`config.mk`:
```
export PLATFORM = sky130hd
export DESIGN_NAME = jksr_top
export DESIGN_NICKNAME = d
export VERILOG_FILES = /design/src/core/jksr_pkg.sv /design/src/core/jksr_pin_if.sv /design/src/core/jksr_top.sv /design/src/core/jksr_pin_sync.sv
export SDC_FILE = /design/constraint.sdc
export NUM_CORES = 1
export LEC_CHECK = 0
export CAP_MARGIN = 30
export CORE_UTILIZATION = 56
export CTS_CLUSTER_DIAMETER = 30
export DETAILED_ROUTE_END_ITERATION = 7
export DONT_BUFFER_PORTS = 1
export GPL_TIMING_DRIVEN = 1
export PLACE_DENSITY = 0.77
export SLEW_MARGIN = 15
export SYNTH_ARGS = -nofsm -noshare
export SYNTH_HDL_FRONTEND = slang
export SYNTH_SLANG_ARGS = --single-unit
```
`constraint.sdc`:
```
create_clock -name mclk -period 1.1 [get_ports mclk]
set_input_delay 0.11 -clock mclk [delete_from_list [all_inputs] [get_ports mclk]]
set_output_delay 0.11 -clock mclk [all_outputs]
set_load 0.01 [all_outputs]
```
`src/core/jksr_pkg.sv`:
```
package jksr_pkg;
	// Number of register stages
	localparam int unsigned JKSR_STAGES = 4;
	// Flip-flops in each pin synchroniser
	localparam int unsigned JKSR_SYNC_DEPTH = 2;
	// Stage value after clear or reset
	localparam logic [JKSR_STAGES-1:0] JKSR_STAGE_RST = 4'h0;
	// Inverted last stage after clear or reset
	localparam logic JKSR_INV_RST = 1'h1;
	// Stage positions
	localparam int unsigned JKSR_FIRST = 0;
	localparam int unsigned JKSR_LAST = 3;
	// Serial pair codes {true, inverted}
	localparam logic [1:0] JKSR_JK_HOLD = 2'h1;
	localparam logic [1:0] JKSR_JK_LOW = 2'h0;
	localparam logic [1:0] JKSR_JK_HIGH = 2'h3;
	localparam logic [1:0] JKSR_JK_TOGGLE = 2'h2;
	// Synchroniser reset values
	localparam logic JKSR_SYNC_RST_HI = 1'h1;
	localparam logic JKSR_SYNC_RST_LO = 1'h0;
	// Pin vector type
	typedef logic [JKSR_STAGES-1:0] jksr_word_t;
endpackage

```
`src/core/jksr_pin_if.sv`:
```
`timescale 1ns/100ps
interface jksr_pin_if;
	import jksr_pkg::*;
	// Synchronised clear, low active
	logic clr_n;
	// One-cycle pulse on register clock rise
	logic clk_rise;
	// High selects shifting
	logic shift_mode;
	// Serial pair
	logic ser_j;
	logic ser_k_n;
	// Parallel data
	jksr_word_t par;
	// Synchroniser drives
	modport syn (output clr_n, output clk_rise, output shift_mode, output ser_j,
		output ser_k_n, output par);
	// Register core reads
	modport core (input clr_n, input clk_rise, input shift_mode, input ser_j,
		input ser_k_n, input par);
endinterface

```
`src/core/jksr_top.sv`:
```
`timescale 1ns/100ps
module jksr_top (
	// Clock and reset
	input wire logic mclk,
	input wire logic rst,
	// Control pins
	input wire logic master_clear_n,
	input wire logic register_clock,
	input wire logic shift_not_load,
	// Serial pair
	input wire logic ser_j,
	input wire logic ser_k_n,
	// Parallel data
	input wire jksr_pkg::jksr_word_t par_data,
	// Stage outputs
	output logic stage0_out,
	output logic stage1_out,
	output logic stage2_out,
	output logic stage3_out,
	output logic stage3_out_n
);
	import jksr_pkg::*;

	// Synchronised pin bundle
	jksr_pin_if sy ();
	// Stage registers
	jksr_word_t stage_q, stage_d;
	// Inverted last stage register
	logic inv_q, inv_d;
	// First stage next value in shift mode
	logic first_d;

	// Pin synchroniser
	jksr_pin_sync u_sync (
		.mclk(mclk),
		.rst(rst),
		.master_clear_n(master_clear_n),
		.register_clock(register_clock),
		.shift_not_load(shift_not_load),
		.ser_j(ser_j),
		.ser_k_n(ser_k_n),
		.par_data(par_data),
		.sy(sy)
	);

	// First stage behaviour from the serial pair
	always_comb begin
		case ({sy.ser_j, sy.ser_k_n})
			JKSR_JK_HOLD: first_d = stage_q[JKSR_FIRST];
			JKSR_JK_LOW: first_d = 1'h0;
			JKSR_JK_HIGH: first_d = 1'h1;
			JKSR_JK_TOGGLE: first_d = ~stage_q[JKSR_FIRST];
			default: first_d = stage_q[JKSR_FIRST];
		endcase
	end

	// Stage next values
	always_comb begin
		stage_d = stage_q;
		if (!sy.clr_n) begin
			// Clear overrides clock, mode and data
			stage_d = JKSR_STAGE_RST;
		end else if (sy.clk_rise) begin
			if (!sy.shift_mode) begin
				// Parallel load, serial pair unused
				stage_d = sy.par;
			end else begin
				// Shift toward last stage
				stage_d = {stage_q[JKSR_LAST-1:JKSR_FIRST], first_d};
			end
		end
		// Complement tracks the new last stage
		inv_d = ~stage_d[JKSR_LAST];
	end

	// Stage registers
	always_ff @(posedge mclk) begin
		if (rst) begin
			stage_q <= JKSR_STAGE_RST;
			inv_q <= JKSR_INV_RST;
		end else begin
			stage_q <= stage_d;
			inv_q <= inv_d;
		end
	end

	// Outputs straight from flip-flops
	assign stage0_out = stage_q[0];
	assign stage1_out = stage_q[1];
	assign stage2_out = stage_q[2];
	assign stage3_out = stage_q[JKSR_LAST];
	assign stage3_out_n = inv_q;
endmodule

```
`src/core/jksr_pin_sync.sv`:
```
`timescale 1ns/100ps
module jksr_pin_sync (
	// Clock and reset
	input wire logic mclk,
	input wire logic rst,
	// Raw pins
	input wire logic master_clear_n,
	input wire logic register_clock,
	input wire logic shift_not_load,
	input wire logic ser_j,
	input wire logic ser_k_n,
	input wire jksr_pkg::jksr_word_t par_data,
	// Synchronised side
	jksr_pin_if.syn sy
);
	import jksr_pkg::*;

	// Bundle of every pin
	localparam int unsigned NPIN = JKSR_STAGES + 5;
	// Reset value per pin: clear and register clock high, others low
	// A high clock history means an idle-high clock pin gives no false rise after reset
	localparam logic [NPIN-1:0] PIN_RST = {{(NPIN-2){JKSR_SYNC_RST_LO}}, JKSR_SYNC_RST_HI,
		JKSR_SYNC_RST_HI};
	logic [NPIN-1:0] raw;
	logic [NPIN-1:0] s1_q, s1_d;
	logic [NPIN-1:0] s2_q, s2_d;
	// Last seen level of register clock
	logic clk_hist_q, clk_hist_d;

	// Gather pins, clear at bit 0, clock at bit 1
	assign raw = {par_data, ser_k_n, ser_j, shift_not_load, register_clock, master_clear_n};

	// Two-stage synchroniser per pin
	genvar g;
	generate
		for (g = 0; g < NPIN; g++) begin : g_sync
			// Next values
			always_comb begin
				s1_d[g] = raw[g];
				s2_d[g] = s1_q[g];
			end
			// Registers
			always_ff @(posedge mclk) begin
				if (rst) begin
					s1_q[g] <= PIN_RST[g];
					s2_q[g] <= PIN_RST[g];
				end else begin
					s1_q[g] <= s1_d[g];
					s2_q[g] <= s2_d[g];
				end
			end
		end
	endgenerate

	// Edge history next value, reads second stage only
	always_comb begin
		clk_hist_d = s2_q[1];
	end

	// Edge history register
	always_ff @(posedge mclk) begin
		if (rst) begin
			clk_hist_q <= JKSR_SYNC_RST_HI;
		end else begin
			clk_hist_q <= clk_hist_d;
		end
	end

	// Outputs toward the core
	assign sy.clr_n = s2_q[0];
	assign sy.clk_rise = s2_q[1] & ~clk_hist_q;
	assign sy.shift_mode = s2_q[2];
	assign sy.ser_j = s2_q[3];
	assign sy.ser_k_n = s2_q[4];
	assign sy.par = s2_q[NPIN-1:5];
endmodule

```
After elaboration in Yosys (flattened, before gate mapping)
Index checks and enable logic that the tools add are counted.
{"block": "totals", "ff_bits": 24, "inputBits": 11, "out_inout_bits": 5, "word_cells": 39}
{"block": "op_classes", "n_eq_ne": 4, "n_mux": 4, "bitwise": 5, "reduce_logical": 3}
{"cell": "$mux 4", "n": 3}
{"cell": "$eq 2x2->1 const B", "n": 2}
{"cell": "$not 1->1", "n": 4}
{"cell": "$pmux 1 s3", "n": 1}
{"cell": "$eq 2x1->1 const B", "n": 1}
{"cell": "$logic_not 2->1", "n": 1}
{"cell": "$ne 2x2->1 const B", "n": 1}
{"cell": "$reduce_and 2->1", "n": 1}
{"cell": "$reduce_or 2->1", "n": 1}
{"cell": "$and 1x1->1", "n": 1}

Logic depth before layout (Yosys ltp)
Gate-level depths: netlist of the first run.
{"block": "logic_depth", "depth_word": 6, "ltp_mapped": 4, "ltp_nobuf": 3}

Cells and area by module
A second synthesis of the first run with hierarchy kept.
{"block": "hier_totals", "hier_cells": 63, "area_unflattened_um2": 745.7}
{"mod": "jksr_pin_sync", "instances": 1, "cells_each": 40, "area_per_inst_um2": 528.0, "seq_area_each_um2": 380.4}
{"mod": "jksr_top", "instances": 1, "cells_each": 23, "area_per_inst_um2": 217.7, "seq_area_each_um2": 100.1}

Worst setup path after synthesis of the first run
Ideal clock, no wire load.
{"block": "synth_timing", "kind": "register to register", "from": "register u_sync.s2_q[1], in the netlist u_sync.clk_hist_d", "to": "register inv_q, in the netlist stage3_out_n", "setup_time_ps": 120, "arrival_time_ps": 829, "required_time_ps": 980, "path_slack_ps": 151, "path_stages_with_launch": 5, "n_path_buf": 1, "period_less_slack_ps": 949, "cell_sequence": "dfxtp_1 nor2b_4 buf_6 nor2_2 a211o_1"}
{"block": "synth_via", "elab_chain_len": 4}
{"element": "from (decl)", "line": "jksr_pin_sync.sv:26", "source": "logic [NPIN-1:0] s2_q, s2_d;"}
{"element": "from (signal, indexed assignment)", "line": "jksr_pin_sync.sv:46", "source": "s2_q[g] <= PIN_RST[g];"}
{"element": "from (signal, indexed assignment)", "line": "jksr_pin_sync.sv:49", "source": "s2_q[g] <= s2_d[g];"}
{"element": "$and 1x1->1", "line": "jksr_pin_sync.sv:71", "source": "assign sy.clk_rise = s2_q[1] & ~clk_hist_q;"}
{"element": "$mux 4", "line": "jksr_top.sv:63", "source": "end else if (sy.clk_rise) begin"}
{"element": "$mux 4", "line": "jksr_top.sv:60", "source": "if (!sy.clr_n) begin"}
{"element": "$not 1->1", "line": "jksr_top.sv:73", "source": "inv_d = ~stage_d[JKSR_LAST];"}
{"element": "to (signal assigned)", "line": "jksr_top.sv:83", "source": "inv_q <= inv_d;"}
{"element": "to (decl)", "line": "jksr_top.sv:29", "source": "logic inv_q, inv_d;"}
No other way between the ends.
A chain may end at the register's enable or synchronous reset.

Worst setup path in the final report of the first run
Same ends and word-level chain as after synthesis.

==> qor.csv, run 1 <==
metric,value,unit
status,"complete, no violations",
grt_use_total,18.88,%
syn_nets,75,
clk_pin_slew,0.12,ns
drive_gt1_share,10.67,%
drtIter0Drc,0,
min_to,stage_q[1],
setup-violations-final,0,
antenna_cells,0,
ys_types,16,
finalSetupTns,0,ns
cts-buffers-inserted,3,
grt_max_degree,20,
ys_ff_latch,24,
power.leakage,0.3343,nW
insertion_delay,0.31,ns
gr-usage-met2,30.42,%
vias,426,
totalWireLength,1.026,mm
utilization,75.11,%
fin_worst_skew,0.004689,ns
critPathLaunchType,register,
total_power,1.451,mW
boundaryPins,16,
finalCriticalPeriod,1.026,ns
synth.cell_area,758.2,um2
dp_cells,75,
grt_antenna_before_repair,0,
placementRows,12,
timing.rr.start,u_sync.clk_hist_d,
reg2reg_slack,0.07,ns
drcViolationCount,0,
yosys.area.top_type_share,63.37,%
clock-sinks,24,
min-delay-start,rst,
slew_viol_final,0,
worstPathArrival,1.24,ns
num-nets-final,87,
wl_per_cell,11.53,um
worst_slack,0.07432,ns
grt_use_met3,9.249,%
design.core.area,1186,um2
die_width,38.80,um
hold_class,input pin to register,
worstReg2RegEnd,stage3_out_n,
power_density,1629,nW/um2
maxCapViolCount,0,
finalHoldViolations,0,
yosys_warnings,0,
finalNonFillerCells,89,
dp_slack,0.08201,ns
ctsLongestPathBuffers,2,
max_slew_margin,61.60,%
fmax,975.0,MHz
dieArea,1505,um2
required,1.32,ns
globalplace.congestion,0.5800,
synth_area_leaders,"dfxtp_1 63%, nor2b_1 12%, or2_1 4.1%, mux2i_1 4.0%, a211oi_1 4.0%",
hpwl,608.8,um
grt_overflow,0,
vdd_drop_max,0.001248,V
cts_root_buf,clkbuf_4,
grt_pass1_vias,434,
cp-end-kind,register,
use_met1,20.96,%
area_delta_synth_final,17.49,%
cts_tree,done,
postSynthCellCount,64,
rsz0062_at_grt,false,
grt_pass1_wl,1.787,mm
criticalPathCategory,register to register,
drt_pass1_iterations,1,
die_h,38.80,um
whs_path_depth,2,
tightest_slew,0.5741,ns
io_buffers,0,
cts_setup_buffers,0,
fin_crit_sh,93.24,%
fillers,79,
start_util,63.92,%
vias_per_cell,4.787,
drtAntennaViolNets,0,
crit_fanout,9,
ff2ff_path_depth,3,
avgSynthCellArea,11.85,um2
synth_top_area_cell,dfxtp_1,
synth_seq_area_share,63.37,%
grt_busiest_layer,met2,
ctsHtreeMaxLevel,1,
worst max-delay path by stage:
stage                     slack (ns)            to  depth (start not counted)            startpoint
final                           0.07  stage3_out_n                          3     u_sync.clk_hist_d
after floorplan                 0.15  stage3_out_n                          4     u_sync.clk_hist_d
after CTS                       0.06  stage3_out_n                          3     u_sync.clk_hist_d
after global routing            0.02  stage3_out_n                          3     u_sync.clk_hist_d
after global placement          0.12  stage3_out_n                          2  u_sync.sy.shift_mode
after detailed placement        0.08  stage3_out_n                          3     u_sync.clk_hist_d
per-stage QoR:
stage / area (um2) / hold WS, ns
after CTS: 890.9 / 0.07536
final: 890.9 / 0.07442
after detailed placement: 754.5 / 0.1845
after global placement: 754.5 / 0.1835
after global routing: 890.9 / 0.06488
after floorplan: 758.2 / 0.2071
layout by cell type, fill, tap and decap left out:
cell type	count
dfxtp_1	24
nor2b_1	14
dlygate4sd3_1	10
or2_1	5
a211oi_1	4
mux2i_1	3
clkbuf_4	3
nor2_1	2
nand2b_1	2
nor2b_4	1
nor2_2	1
nand3b_1	1
o21ai_0	1
a21oi_2	1
a211o_1	1
clkbuf_8	1
buf_4	1
registers in the layout, summed over array words and instances (netlist names):
register	flops
u_sync.sy.ser_j	1
u_sync.clk_hist_q	1
u_sync.sy.shift_mode	1
u_sync.sy.ser_k_n	1
stage3_out_n	1
u_sync.sy.par	4
u_sync.sy.clr_n	1
u_sync.s1_q	9
u_sync.clk_hist_d	1
stage_q	4
area by class of cell:
cell class	instances	area (um2)	area share [%]
Tap cell	14	17.52	1.966
Multi-Input combinational cell	36	249.0	27.95
Timing Repair Buffer	11	107.6	12.08
Sequential cell	24	480.5	53.93
Clock buffer	4	36.28	4.073
per-layer routing:
metal | vias to the layer above | part of all wire [%] | routed length [um]
met5 | - | 0 | 0
met4 | 0 | 1.3 | 13
met3 | 3 | 4.5 | 46
met2 | 14 | 50 | 517
met1 | 182 | 44 | 449
li1 | 227 | - | -
critical path, stage by stage (launching register included):
cell and delay (ns):
dfxtp_1 0.35, nor2b_4 0.26, nor2_2 0.06, a211o_1 0.26
cell usage after synthesis, drive strengths merged:
library cell and n:
dfxtp 24, a21oi 1, a211o 1, nor2 3, a211oi 4, mux2i 3
or2 5, nand2b 2, nor2b 15, nand3b 1, o21ai 1, buf 4
power by group:
group / internal [mW] / leakage (nW) / total, mW / switching [mW]
sequential: 0.905 / 0.198 / 0.921 / 0.0156
combinational: 0.0525 / 0.116 / 0.0844 / 0.0320
clock: 0.202 / 0.0210 / 0.445 / 0.243
total: 1.16 / 0.334 / 1.45 / 0.291
cell families after synthesis:
family / Yosys count / synth area share, %
compound gates: 7 / 6.931
mux: 3 / 3.961
flops: 24 / 63.37
buf+inv: 4 / 3.796
simple gates: 26 / 21.95
repair_timing:
| item | 4_1_cts | 5_1_grt |
|---|---|---|
| hold buffers | 10 | 0 |
| hold endpoints to repair | 19 | 0 |
| gates resized for setup | 0 | 0 |
Note: power is estimated with default switching activity, not from simulation.
==> inputs of run 2 (changes only) <==
--- a/config.mk
+++ b/config.mk
@@ -5,6 +5,7 @@
 export SDC_FILE = /design/constraint.sdc
 export NUM_CORES = 1
 export LEC_CHECK = 0
+export ABC_CLOCK_PERIOD_IN_PS = 1100
 export CAP_MARGIN = 30
 export CORE_UTILIZATION = 56
 export CTS_CLUSTER_DIAMETER = 30
@@ -15,4 +16,5 @@
 export SLEW_MARGIN = 15
 export SYNTH_ARGS = -nofsm -noshare
 export SYNTH_HDL_FRONTEND = slang
+export SYNTH_HIERARCHICAL = 1
 export SYNTH_SLANG_ARGS = --single-unit
==> qor.csv, run 2 <==
metric,value,unit
drtIter0Drc,3,
cp-end-kind,register,
holdWs,0.07780,ns
grt_overflow,0,
yosys_warnings,6,
start_util,63.68,%
num-nets-final,91,
synth_top_area_cell,dfxtp_1,
power.leakage,0.3946,nW
min-delay-start,rst,
syn_nets,74,
yosys.area.top_type_share,64.43,%
synth_edf_count,0,
maxCapViolCount,0,
ctsLongestPathBuffers,2,
synth_seq_area_share,64.43,%
hold_class,input pin to register,
io_buffers,0,
total_power,1.638,mW
slew_viol_final,0,
cts_tree,done,
fin_crit_sh,92.85,%
totalWireLength,1.210,mm
criticalPathCategory,register to register,
synthTopCellsByCount,"24 x dfxtp_1, 9 x and2b_1, 6 x nor2b_1",
ctsHtreeMaxLevel,1,
vias_per_cell,4.935,
timing.rr.start,u_sync/clk_hist_d,
worstPathArrival,1.24,ns
ff2ff_path_depth,4,
synth.cell_area,745.7,um2
globalplace.congestion,0.6865,
tightest_slew,0.5022,ns
clock-sinks,24,
critPathLaunchType,register,
fmax,979.1,MHz
crit_fanout,4,
synth-async-reset-ratio,0,%
ys_types,17,
power_density,1722,nW/um2
die_h,38.49,um
largest_register,u_sync/s1_q,
finalCriticalPeriod,1.021,ns
hpwl,596.7,um
max_slew_margin,66.41,%
fin_worst_skew,0.003438,ns
drive_gt1_share,16.46,%
vdd_drop_max,0.001102,V
cts-buffers-inserted,3,
grt_antenna_before_repair,0,
worstReg2RegEnd,stage_q[0],
grt_max_degree,20,
status,"complete, no violations",
cts_root_buf,clkbuf_4,
finalHoldViolations,0,
grt_pass1_vias,426,
ys_ff_latch,24,
drtAntennaViolNets,0,
cts_setup_buffers,0,
dieArea,1481,um2
wl_per_cell,13.01,um
postSynthCellCount,63,
clk_pin_slew,0.12,ns
reg2reg_slack,0.08,ns
layout_common_cells,"23 x dfxtp_1, 10 x dlygate4sd3_1, 9 x and2b_1",
largest_reg_flops,9,
placementRows,12,
grt_use_total,21.27,%
min_to,stage_q[1],
setup-violations-final,0,
antenna_cells,0,
area_delta_synth_final,27.52,%
synth_area_leaders,"dfxtp_1 64%, and2b_1 9.1%, nor2b_1 5.0%, or2_1 4.2%, mux2i_1 2.7%",
die_width,38.49,um
drcViolationCount,0,
whs_path_depth,2,
synth_ff_type,dfxtp_1,
drt_pass1_iterations,2,
grt_pass1_wl,1.994,mm
yosysMostFrequentCell,dfxtp_1,
boundaryPins,16,
avgSynthCellArea,11.84,um2
required,1.32,ns
vias,459,
design.core.area,1171,um2
insertion_delay,0.32,ns
final_common_cell,dfxtp_1,
run 2: cell count changes after synthesis, sizes merged, moves of 2 or more:
| cell | previous run | this run |
|---|---|---|
| nor2b | 15 | 6 |
| and2b | 0 | 9 |
| buf | 4 | 2 |
| inv | 0 | 2 |
run 2: where the power goes:
part           switching (mW)  internal (mW)  leakage, nW  total (mW)
Combinational          0.0366         0.0591        0.169      0.0956
Sequential             0.0162          0.906        0.198       0.922
Clock                   0.251          0.369       0.0279       0.620
run 2: worst max path at each step:
stage / start / end / slack (ns) / depth (start not counted)
finish: u_sync/clk_hist_d / stage_q[0] / 0.08 / 4
floorplan: u_sync/clk_hist_d / stage_q[0] / 0.04 / 5
global route: u_sync/clk_hist_d / stage_q[0] / -0.007 / 4
global placement: u_sync/clk_hist_d / stage_q[0] / 0.06 / 4
detailed placement: u_sync/clk_hist_d / stage_q[1] / 0.02 / 4
CTS: u_sync/sy.shift_mode / stage3_out_n / 0.007 / 3
run 2: critical path, cell delays in order (launching register included):
cell     delay (ns)
dfxtp_1        0.36
nor2b_4        0.18
inv_1          0.06
o32ai_2        0.25
nor3_1         0.07
run 2: kinds of logic after synthesis:
logic type	Yosys count	synth area share (%)
mux	2	2.685
buf+inv	4	3.188
compound gates	6	6.207
flops	24	64.43
simple gates	27	23.49
run 2: cell type report:
class	count	area, um2
clock buffer	3	22.52
clock inverter	1	30.03
fill	69	220.2
inverter	2	7.507
multi-input combinational	35	261.5
sequential	24	481.7
tap	14	17.52
timing repair buffer	14	130.1
run 2: layer usage:
metal | wire, um | vias to the layer above | track usage, %
met5 | 0 | - | 0
met1 | 533 | 207 | 25.56
met4 | 24 | 0 | 10.34
met2 | 589 | 15 | 33.75
li1 | - | 234 | -
met3 | 62 | 3 | 6.977
run 2: timing repair:
item / in CTS / in global routing
endpoints found under the setup margin: 4 / 4
pin swaps: 0 / 1
hold buffers: 10 / 0
gates resized for setup: 1 / 4
cloned: 0 / 0
endpoints found under the hold margin: 19 / 0
run 2: per-stage QoR:
| stage | instance area, um2 | util, % | worst slack, ns | instances | setup TNS, ns |
|---|---|---|---|---|---|
| finish | 950.9 | 81.20 | 0.07861 | 93 | 0 |
| CTS | 932.1 | 79.59 | 0.006609 | 93 | 0 |
| detailed placement | 777.0 | 66.35 | 0.01644 | 79 | 0 |
| global route | 950.9 | 81.20 | -0.007453 | 93 | -0.007453 |
| global placement | 777.0 | 66.35 | 0.06428 | 79 | 0 |
| floorplan | 745.7 | - | 0.04498 | 63 | 0 |
==> inputs of run 3 (changes only) <==
--- a/config.mk
+++ b/config.mk
@@ -12,7 +12,8 @@
 export DETAILED_ROUTE_END_ITERATION = 7
 export DONT_BUFFER_PORTS = 1
 export GPL_TIMING_DRIVEN = 1
-export PLACE_DENSITY = 0.77
+export PLACE_DENSITY = 0.71
+export SETUP_SLACK_MARGIN = 0.4
 export SLEW_MARGIN = 15
 export SYNTH_ARGS = -nofsm -noshare
 export SYNTH_HDL_FRONTEND = slang
==> constraint.sdc (replaced) <==
create_clock -name mclk -period 1.1 [get_ports mclk]
set_input_delay 0.11 -clock mclk [delete_from_list [all_inputs] [get_ports mclk]]
set_output_delay 0.11 -clock mclk [all_outputs]
set_load 0.1 [all_outputs]
==> qor.csv, run 3 (synthesized netlist as in run 2, its figures left out) <==
metric,value,unit
vdd_drop_max,0.001062,V
setup-violations-final,0,
regArea,504.2,um2
holdBufCountCts,9,
grt_overflow,0,
placementRows,12,
drtAntennaViolNets,0,
hpwl,724.9,um
reg2reg_slack,0.06,ns
cts-buffers-inserted,3,
ctsHtreeMaxLevel,1,
die_width,38.49,um
antenna_cells,0,
drive_gt1_share,29.76,%
slew_viol_final,0,
dieArea,1481,um2
hold_class,input pin to register,
layout_common_cells,"17 x dfxtp_1, 9 x and2b_1, 9 x dlygate4sd3_1",
wl_per_cell,11.92,um
whs_path_depth,1,
die_h,38.49,um
start_util,63.68,%
finalCriticalPeriod,1.039,ns
violations,negative hold slack,
timing.rr.start,u_sync/clk_hist_d,
finalHoldViolations,15,
rsz0062_at_grt,true,
grt_max_degree,21,
max_slew_margin,81.05,%
min_to,u_sync/sy.shift_mode,
drtIter0Drc,1,
status,"finished, violations left",
io_buffers,0,
ctsLongestPathBuffers,2,
cp-end-kind,register,
worstReg2RegEnd,stage_q[0],
drcViolationCount,0,
largest_register,u_sync/s1_q,
drt_pass1_iterations,2,
fmax,962.2,MHz
finalSetupTns,0,ns
grt_use_total,21.01,%
dpl_cell_area,803.3,um2
min-delay-start,rst,
area_delta_synth_final,38.42,%
clk_pin_slew,0.12,ns
largest_reg_flops,9,
grt_pass1_wl,1.938,mm
globalplace.congestion,0.6828,
insertion_delay,0.30,ns
cp_slowest_cell,dfxtp_2,
totalWireLength,1.168,mm
fillers,51,
path_cells,nor2b_1 > buf_4 > inv_2 > o32ai_2 > nor3_1,
grt_antenna_before_repair,0,
worstPathArrival,1.24,ns
clock-sinks,24,
cts_root_buf,clkbuf_4,
holdWs,-0.1510,ns
vias,489,
critPathLaunchType,register,
power_density,1442,nW/um2
design.core.area,1171,um2
boundaryPins,16,
num-nets-final,96,
criticalPathCategory,register to register,
tightest_slew,0.2856,ns
fin_crit_sh,94.48,%
multiInputGateArea,251.5,um2
required,1.30,ns
ff2ff_path_depth,5,
cpPeakStageDelay,0.33,ns
fin_worst_skew,0.004905,ns
vias_per_cell,4.990,
final_cell_area,1032,um2
cts_tree,done,
maxCapViolCount,0,
crit_fanout,8,
power.leakage,0.4257,nW
worst_slack,0.06075,ns
dp_slack,0.04244,ns
final_common_cell,dfxtp_1,
grt_pass1_vias,453,
[run 3: what timing repair did]
item | CTS | global route
endpoints found under the setup margin | 10 | 10
pin swaps | 2 | 1
setup buffers | 5 | 0
gates resized for setup | 15 | 3
hold endpoints to repair | 19 | 16
[run 3: power by group]
group	internal, mW	leakage (nW)	switching [mW]	total (mW)
Combinational	0.0744	0.204	0.0585	0.133
Clock	0.202	0.0210	0.235	0.437
Sequential	0.896	0.201	0.0227	0.919
Total	1.17	0.426	0.316	1.49
[run 3: critical path: cells and delay by family (launching register included)]
family	cells	cell delay, ns
compound gates	1	0.19
simple gates	2	0.20
buf+inv	2	0.22
flops	1	0.33
[run 3: worst max-delay path by stage]
stage,from,to,slack [ns],cells after the start
floorplan,stage_q[2],stage3_out_n,0.09,3
global placement,u_sync/clk_hist_d,stage3_out_n,0.09,5
detailed placement,u_sync/clk_hist_d,stage_q[0],0.04,5
CTS,u_sync/clk_hist_d,stage_q[0],0.06,5
global route,u_sync/clk_hist_d,stage_q[0],0.02,5
finish,u_sync/clk_hist_d,stage_q[0],0.06,5
[run 3: area by class of cell]
class	instances	area share [%]
clock buffers	4	3.515
inverters	2	0.7273
multi-input cells	35	24.36
repair buffers	19	20.85
flip-flops and latches	24	48.85
well taps	14	1.697
[run 3: through the flow]
stage / hold slack [ns] / total power [mW] / utilization, % / instances
finish: -0.1510 / 1.488 / 88.14 / 98
global placement: 0.1835 / 1.018 / 68.59 / 80
CTS: -0.1607 / 1.499 / 87.39 / 98
global route: -0.1608 / 1.552 / 88.14 / 98
floorplan: 0.2071 / 1.013 / - / 63
detailed placement: 0.1852 / 1.024 / 68.59 / 80
[run 3: layer usage]
layer  vias up  wire length, um  track usage, %
li1        244                -               -
met1       223              455           21.05
met4         0               38           15.52
met5         -                0               0
met2        17              634           37.92
met3         5               40           3.488
